<file path="src/verilog/utopia_rx_defs.svh">
// Offsets, widths and cycle counts of the multi-port receive master
`ifndef UTOPIA_RX_DEFS_SVH
`define UTOPIA_RX_DEFS_SVH
`define UTP_DATA_W        16
`define UTP_FIFO_W        32
`define UTP_ADDR_W        5
`define UTP_MAX_PORTS     31
`define UTP_WORDS_PER_CELL 26
`define UTP_PROBE_WORD    23
`define UTP_SEARCH_WORD   24
`define UTP_LAST_WORD     25
`define UTP_CNT_W         5
`endif

</file>
<file path="src/verilog/utopia_rx_pkg.sv">
// Types shared by the receive master
package utopia_rx_pkg;
    typedef enum logic [1:0] {ST_IDLE, ST_SEL, ST_DATA} rx_state_t;
endpackage
</file>
<file path="src/verilog/l2p_table.sv">
// Logical to physical port address table, written from the control side
`timescale 1ns/100ps
`include "utopia_rx_defs.svh"
module l2p_table #(
    parameter int P                = 4,
    parameter int port_index_width = 2
) (
    // Clock and reset
    input  wire logic                        clk_sys,
    input  wire logic                        rst_b,
    // Control write port
    input  wire logic                        wr_en,
    input  wire logic [port_index_width-1:0] wr_index,
    input  wire logic [`UTP_ADDR_W-1:0]      wr_addr,
    // Lookup
    input  wire logic [port_index_width-1:0] rd_index,
    output logic      [`UTP_ADDR_W-1:0]      rd_addr
);
    if (P < 1 || (1 << port_index_width) < P) begin : g_param_check
        $error("l2p_table: index width too narrow for P entries");
    end

    typedef struct packed {
        logic [P-1:0][`UTP_ADDR_W-1:0] map;
    } tbl_t;

    tbl_t q_ff;
    tbl_t nxt_q;

    always_comb begin
        nxt_q = q_ff;
        if (wr_en && int'(wr_index) < P) begin
            nxt_q.map[wr_index] = wr_addr;
        end
    end

    always_ff @(posedge clk_sys or negedge rst_b) begin
        if (!rst_b) begin
            // Identity map until software reprograms it
            for (int i = 0; i < P; i++) begin
                q_ff.map[i] <= `UTP_ADDR_W'(i);
            end
        end else begin
            q_ff <= nxt_q;
        end
    end

    // Out of range index reads the last entry rather than X
    assign rd_addr = (int'(rd_index) < P) ? q_ff.map[rd_index] : q_ff.map[P-1];
endmodule

</file>
<file path="src/verilog/utopia_master_rx.sv">
// Multi-port cell receive master: polling, round-robin select, word packing
// Contract
// - During a cell, one 16-bit bus word is captured every clock.
// - Word pairs are packed into 32-bit words for the served port's FIFO.
// - Port count is configurable, never above 31.
// - Ports are polled in turn; the latest cell-available answer is kept per port.
// - A port is selected only if it has a cell and its FIFO is ready.
// - Near the cell's end the next eligible port is found round-robin.
// - With no other port eligible, room left and another cell answered on the re-poll, the current port stays selected.
// - A kept port with another cell delivers it back to back.
// - The FIFO select outputs carry the served port's index.
// - The address table is writable through the control interface.
// - Every polled or selected port goes out through the table on the address bus.
// - Port count parameter sets ports; index width is its base-2 log.
// - Cells are 52 bytes, twenty-six word transfers each.
// - The upper byte of each word is the first byte on the line.
`timescale 1ns/100ps
`include "utopia_rx_defs.svh"
module utopia_master_rx #(
    parameter int P                = 4,
    parameter int port_index_width = 2
) (
    // Clock and reset
    input  wire logic                        clk_sys,
    input  wire logic                        rst_b,
    // Receive bus toward the PHYs
    output logic      [`UTP_ADDR_W-1:0]      rx_addr,
    output logic                             rx_enb_n,
    input  wire logic                        rx_clav,
    input  wire logic [`UTP_DATA_W-1:0]      rx_data,
    // Per-port cell FIFOs
    input  wire logic [P-1:0]                fifo_ready,
    output logic      [port_index_width-1:0] fifo_port_select,
    output logic      [`UTP_FIFO_W-1:0]      fifo_data,
    output logic                             fifo_wr,
    // Control interface for the address table
    input  wire logic                        tbl_wr,
    input  wire logic [port_index_width-1:0] tbl_index,
    input  wire logic [`UTP_ADDR_W-1:0]      tbl_addr,
    // Status
    output logic      [P-1:0]                poll_status
);
    localparam int IW = port_index_width;

    if (P < 2 || P > `UTP_MAX_PORTS || IW != $clog2(P) || (1 << IW) != P) begin : g_param_check
        $error("utopia_master_rx: P must be a power of two up to 31 and the index width its log2");
    end

    typedef struct packed {
        utopia_rx_pkg::rx_state_t   st;
        logic [`UTP_CNT_W-1:0]      cnt;
        logic [IW-1:0]              cur;
        logic [IW-1:0]              rr;
        logic [IW-1:0]              poll;
        logic [`UTP_ADDR_W-1:0]     addr;
        logic [IW-1:0]              probe;
        logic                       probe_v;
        logic [IW-1:0]              prev;
        logic                       prev_v;
        logic [P-1:0]               clav;
        logic [`UTP_DATA_W-1:0]     hi;
        logic [`UTP_FIFO_W-1:0]     data;
        logic                       wr;
        logic [IW-1:0]              wport;
        logic [IW-1:0]              nport;
        logic                       nport_v;
    } rx_q_t;

    rx_q_t                  q_ff;
    rx_q_t                  nxt_q;
    logic [P-1:0]           elig;
    logic [IW:0]            pick_rr;
    logic [IW:0]            pick_other;
    logic [IW-1:0]          aidx;
    logic                   apoll;
    logic [`UTP_ADDR_W-1:0] aphys;
    logic                   keep_ok;

    // First set bit of e at or after s, wrapping; top bit flags a hit
    function automatic logic [IW:0] rr_pick(input logic [P-1:0] e, input logic [IW-1:0] s);
        logic [IW:0]   res;
        logic [IW-1:0] j;
        res = '0;
        for (int i = P - 1; i >= 0; i--) begin
            j = s + IW'(i);
            if (e[j]) begin
                res = {1'h1, j};
            end
        end
        return res;
    endfunction

    assign elig       = q_ff.clav & fifo_ready;
    assign pick_rr    = rr_pick(elig, q_ff.rr);
    assign pick_other = rr_pick(elig & ~(P'(1) << q_ff.cur), q_ff.cur + IW'(1));
    assign keep_ok    = rx_clav && q_ff.prev_v && q_ff.prev == q_ff.cur && fifo_ready[q_ff.cur];

    // Address choice depends on registered state and fifo_ready only, so the table read has no loop
    always_comb begin
        aidx  = q_ff.poll;
        apoll = 1'h1;
        case (q_ff.st)
            utopia_rx_pkg::ST_IDLE: begin
                if (pick_rr[IW]) begin
                    aidx  = pick_rr[IW-1:0];
                    apoll = 1'h0;
                end
            end
            utopia_rx_pkg::ST_DATA: begin
                if (q_ff.cnt == `UTP_CNT_W'(`UTP_PROBE_WORD)) begin
                    aidx = q_ff.cur; // Re-poll the served port for a back to back cell
                end else if (q_ff.cnt == `UTP_CNT_W'(`UTP_LAST_WORD) && q_ff.nport_v) begin
                    aidx  = q_ff.nport;
                    apoll = 1'h0;
                end
            end
            default: begin
                aidx = q_ff.poll;
            end
        endcase
    end

    l2p_table #(
        .P                (P),
        .port_index_width (IW)
    ) u_table (
        .clk_sys  (clk_sys),
        .rst_b    (rst_b),
        .wr_en    (tbl_wr),
        .wr_index (tbl_index),
        .wr_addr  (tbl_addr),
        .rd_index (aidx),
        .rd_addr  (aphys)
    );

    always_comb begin
        nxt_q         = q_ff;
        nxt_q.wr      = 1'h0;
        nxt_q.addr    = aphys;
        nxt_q.probe   = aidx;
        nxt_q.probe_v = apoll;
        nxt_q.prev    = q_ff.probe;
        nxt_q.prev_v  = q_ff.probe_v;
        if (apoll && aidx == q_ff.poll) begin
            nxt_q.poll = q_ff.poll + IW'(1);
        end
        // Answer on the bus belongs to the address shown one cycle earlier
        if (q_ff.prev_v) begin
            nxt_q.clav[q_ff.prev] = rx_clav;
        end
        case (q_ff.st)
            utopia_rx_pkg::ST_IDLE: begin
                if (pick_rr[IW]) begin
                    nxt_q.st   = utopia_rx_pkg::ST_SEL;
                    nxt_q.cur  = pick_rr[IW-1:0];
                    nxt_q.rr   = pick_rr[IW-1:0] + IW'(1);
                    nxt_q.clav[pick_rr[IW-1:0]] = 1'h0;
                end
            end
            utopia_rx_pkg::ST_SEL: begin
                nxt_q.st  = utopia_rx_pkg::ST_DATA;
                nxt_q.cnt = '0;
            end
            utopia_rx_pkg::ST_DATA: begin
                // Enable is low here, so this is the only place words are taken
                if (!q_ff.cnt[0]) begin
                    nxt_q.hi = rx_data;
                end else begin
                    nxt_q.data  = {q_ff.hi, rx_data};
                    nxt_q.wr    = 1'h1;
                    nxt_q.wport = q_ff.cur;
                end
                nxt_q.cnt = q_ff.cnt + `UTP_CNT_W'(1);
                if (q_ff.cnt == `UTP_CNT_W'(`UTP_SEARCH_WORD)) begin
                    nxt_q.nport   = pick_other[IW-1:0];
                    nxt_q.nport_v = pick_other[IW];
                end
                if (q_ff.cnt == `UTP_CNT_W'(`UTP_LAST_WORD)) begin
                    nxt_q.nport_v = 1'h0;
                    if (q_ff.nport_v) begin
                        nxt_q.st  = utopia_rx_pkg::ST_SEL;
                        nxt_q.cur = q_ff.nport;
                        nxt_q.rr  = q_ff.nport + IW'(1);
                        nxt_q.clav[q_ff.nport] = 1'h0;
                    end else if (keep_ok) begin
                        nxt_q.cnt = '0;
                        nxt_q.clav[q_ff.cur] = 1'h0;
                    end else begin
                        nxt_q.st = utopia_rx_pkg::ST_IDLE;
                    end
                end
            end
            default: begin
                nxt_q.st = utopia_rx_pkg::ST_IDLE;
            end
        endcase
    end

    always_ff @(posedge clk_sys or negedge rst_b) begin
        if (!rst_b) begin
            q_ff <= '0;
        end else begin
            q_ff <= nxt_q;
        end
    end

    assign rx_addr          = q_ff.addr;
    assign rx_enb_n         = (q_ff.st != utopia_rx_pkg::ST_DATA);
    assign fifo_port_select = q_ff.wport;
    assign fifo_data        = q_ff.data;
    assign fifo_wr          = q_ff.wr;
    assign poll_status      = q_ff.clav;
endmodule

</file>
<file path="config.mk">
export PLATFORM = sky130hd
export DESIGN_NAME = utopia_master_rx
export DESIGN_NICKNAME = d
export VERILOG_FILES = /design/src/verilog/utopia_rx_pkg.sv /design/src/verilog/l2p_table.sv /design/src/verilog/utopia_master_rx.sv
export VERILOG_INCLUDE_DIRS = /design/src /design/src/verilog
export SDC_FILE = /design/constraint.sdc
export NUM_CORES = 1
export LEC_CHECK = 0
export BUFFER_PORTS_ARGS = -buffer_cell sky130_fd_sc_hd__clkbuf_2
export CORE_MARGIN = 3
export CORE_UTILIZATION = 45
export CTS_CLUSTER_SIZE = 24
export DETAILED_ROUTE_END_ITERATION = 6
export MAX_ROUTING_LAYER = met4
export PLACE_DENSITY = 0.67
export SYNTH_ARGS = -nofsm -noshare
export SYNTH_HDL_FRONTEND = slang
export SYNTH_HIERARCHICAL = 1
export SYNTH_SLANG_ARGS = --single-unit
</file>
<file path="constraint.sdc">
create_clock -name clk_sys -period 2.4 [get_ports clk_sys]
set_input_delay 0.36 -clock clk_sys [delete_from_list [all_inputs] [get_ports clk_sys]]
set_output_delay 0.36 -clock clk_sys [all_outputs]
set_load 0.01 [all_outputs]
</file>
==> impl_summary.txt <==
----------------------------------------------------
[Status]
  Status ... finished clean

[Timing]
  Worst Skew ... 0.00744 ns
  Min Tclk post-route ... 2.24 ns
  Peak Freq ... 446 MHz
  Part of the cycle the worst path needs ... 93.5%
  Setup repair after global routing missed its margin ... false
  Total negative slack for setup checks ... 0 ns
  Transition time at the pin with the least slew margin ... 0.499 ns
  Worst slew slack as a fraction of its limit ... 66.3%
  Final number of hold-violating endpoints ... 0
  Final Setup Violations ... 0
  Max Transition Viols Final ... 0

[Global routing]
  Antenna violations before repair ... 0
  Pin count of the biggest net entering global routing ... 66
  Global router's overall resource usage ... 17.3%
  First-pass GRT wire length ... 17200 um
  Total grt overflow ... 0
  Vias in the first global route ... 3376

[Logic synthesis]
  Sequential fraction of the synthesis area ... 49.2%
  Largest cells by area after synthesis ... dfrtp_1 47%, mux2_2 15%, buf_4 6.2%
  Share of synthesized cell area in full adder, half adder and majority cells ... 4.57%
  Multiplexer share of the synthesized area ... 18.4%
  Share of Yosys cell area claimed by the top area cell type ... 47.1%
  Main combinational cell family by area after synthesis ... multiplexers
  Post-Synthesis Cells ... 425
  Compound-Gate Fraction of Synth Area ... 10.5%
  Syn nets ... 475
  Simple-gate share of the synthesized area ... 8.56%
  Seq cells post-synth ... 102
  Number of synthesized flops with an enable pin ... 0
  Proportion of synthesized flip-flops having asynchronous set or reset ... 100%
  Dominant synthesized flop cell ... dfrtp_1
  Cell type with the highest aggregate area in the netlist ... dfrtp_1
  Mean instance size in the synthesized netlist ... 12.2 um2
  Post-Synth XOR/XNOR Area ... 0.168%
  Post-Syn Area ... 5200 um2
  Count of yosys warnings during synthesis ... 6
  Cell variety after synth ... 62

[Drt]
  Wirelength per Cell ... 16.8 um
  Antenna-violating nets left ... 0
  Met3 wire length ... 569 um
  Number of violations reported at the end of detailed-routing iteration 0 ... 233
  DRT Pass-1 Iters ... 4
  DRC viols ... 0
  Met2 routed wirelength ... 4940 um
  Routed metal-1 wirelength ... 4660 um
  Detailed Route WL ... 10400 um
  Top Metal Used ... met4
  Routed vias ... 3386
  Via/cell ratio ... 5.49

[Power]
  Lkg Pwr ... 2.75 nW
  Worst VDD drop ... 0.683 mV
  Pwr per Cell Area ... 1280 nW/um2

[Setup path]
  CP Buf/Inv Count ... 1
  Critical Path Max Stage Delay ... 0.58 ns
  Data required time at the worst endpoint ... 2.62 ns
  Ordered list of cells on the worst path ... inv_1, ha_1, and4b_2, nand3_1, a31oi_1, a221o_2, mux4_1
  Data arrival time of the critical path ... 2.46 ns
  Worst setup EP type ... flip-flop
  Critical path startpoint category ... flip-flop
  Worst setup path class ... reg -> reg
  Cell family with most CP delay ... multiplexers
  Crit-path slowest cell ... mux4_1
  Maximum net fanout on the critical path ... 6

[Final layout]
  Number of antenna cells inserted ... 0
  Fill cell instance count of the final layout ... 940
  Fraction of final layout cells sized beyond drive strength 1 ... 41.7%
  Most common cell after layout, fill and taps aside ... dfrtp_1
  Layout Area Growth over Synthesis ... 12.3%
  Register Area ... 2560 um2
  Area of the multi-input gates ... 2200 um2
  Top library cells by usage in the layout, fill and taps aside ... 98 x dfrtp_1, 74 x clkbuf_2, 70 x mux2_2
  Count of non-filler cells in the finished layout ... 617
  Count of nets after finishing ... 522

[Clock network]
  Clock buffers created by TritonCTS ... 9
  Later-pin clock latency in the skew report ... 0.34 ns
  Number of sinks on the clock net ... 102
  CTS tree ... done
  H-Tree Depth ... 3
  CTS clk-pin slew, worst paths ... 0.07 ns
  Root cell of the clock tree ... clkbuf_16
  Largest buffer count on any clock path ... 2

[Floorplanning]
  Horizontal extent of the die ... 114 um
  Area of the core ... 11100 um2
  Starting density of the core ... 47.0%
  Die Ht ... 114 um
  Die Outline Area ... 12900 um2
  Boundary pin count ... 76
  Number of placement rows ... 38

[Place]
  Number of I/O port buffers ... 75
  Final weighted congestion of routability-driven global placement ... 0.904
  Detailed placement HPWL ... 7620 um
  Count of placed standard cells including taps ... 599

[Min path]
  Worst min-delay path category ... in -> reg

[Run]
  Max capacitance violation total ... 0

----------------------------------------------------
through the flow:
| step | power (mW) | instance area (um2) | hold WS, ns | setup WS, ns | util [%] |
|---|---|---|---|---|---|
| final | 7.45 | 5840 | 0.261 | 0.156 | 52.7 |
| after global routing | 7.98 | 5840 | 0.253 | 0.0138 | 52.7 |
| after CTS | 7.53 | 5830 | 0.253 | 0.00104 | 52.6 |
| after detailed placement | 5.90 | 5490 | 0.211 | 0.0111 | 49.6 |
| after global placement | 5.81 | 5490 | 0.207 | 0.0885 | 49.6 |
| after floorplan | 5.40 | 5200 | 0.0644 | 0.230 | - |
path summary, 6_finish.rpt:
check                                     start  slack [ns]                      endpoint  cells after the start
hold reg to reg             nxt_q[59]$_DFF_PN0_        0.36            q_ff[59]$_DFF_PN0_                      0
setup reg to reg           q_ff[76]$_DFFE_PN0P_        0.16          rx_addr[4]$_DFF_PN0_                      7
max in group asynchronous                 rst_b        1.40  u_table/q_ff[16]$_DFFE_PN1P_                      3
min in group asynchronous                 rst_b        0.39     fifo_data[18]$_DFFE_PN0P_                      2
setup / recovery           q_ff[76]$_DFFE_PN0P_        0.16          rx_addr[4]$_DFF_PN0_                      7
hold / removal                       rx_data[2]        0.26      fifo_data[2]$_DFFE_PN0P_                      2
synthesized netlist by cell type, drive strengths merged (2+ instances only):
cell,number
dfrtp,98
mux2,70
buf,51
nand2,22
ha,19
nor2,19
inv,15
o21ai,15
a21oi,13
a31oi,8
nand3b,6
a221o,5
and3,5
mux2i,5
mux4,5
nand2b,5
nand3,5
nor3b,5
a21o,4
dfstp,4
o211ai,4
a22oi,3
and2,3
clkbuf,3
nand4,3
o22ai,3
a22o,2
a311oi,2
nand4b,2
o21a,2
o41ai,2
registers in the layout, indices dropped and copies added (netlist names):
name and cells:
rx_addr 5, fifo_data 32, fifo_wr 1, u_table/q_ff 20, q_ff 35, fifo_port_select 2
poll_status 4, nxt_q 3
where the power goes:
part	leakage [nW]	internal (mW)	switching, mW
Clock	0.161	0.951	0.641
Combinational	1.38	1.49	1.47
Sequential	1.21	2.43	0.473
routing by layer:
metal  global-route usage (%)  vias to the layer above
li1                         -                     1593
met3                     4.19                       15
met4                     6.65                        0
met2                     26.9                      105
met5                        -                        -
met1                     22.2                     1673
repair_timing:
item | CTS | global route
hold buffers | 1 | 0
resized for setup | 0 | 1
setup endpoints to repair | 0 | 5
setup buffers | 0 | 1
hold endpoints to repair | 10 | 0
layout make-up:
class | instances | share of cell area, %
sequential | 102 | 43.8
multi-input combinational | 253 | 37.6
timing repair buffer | 90 | 8.87
clock buffer | 10 | 4.09
tap | 140 | 3.00
clock inverter | 6 | 1.59
inverter | 16 | 1.03
cells by family after synthesis:
family | after synthesis
compound gates | 73
xor+xnor | 1
fa+ha+maj | 19
buf+inv | 70
flops | 102
mux | 80
simple gates | 80
Note: power is estimated with default switching activity, not from simulation.
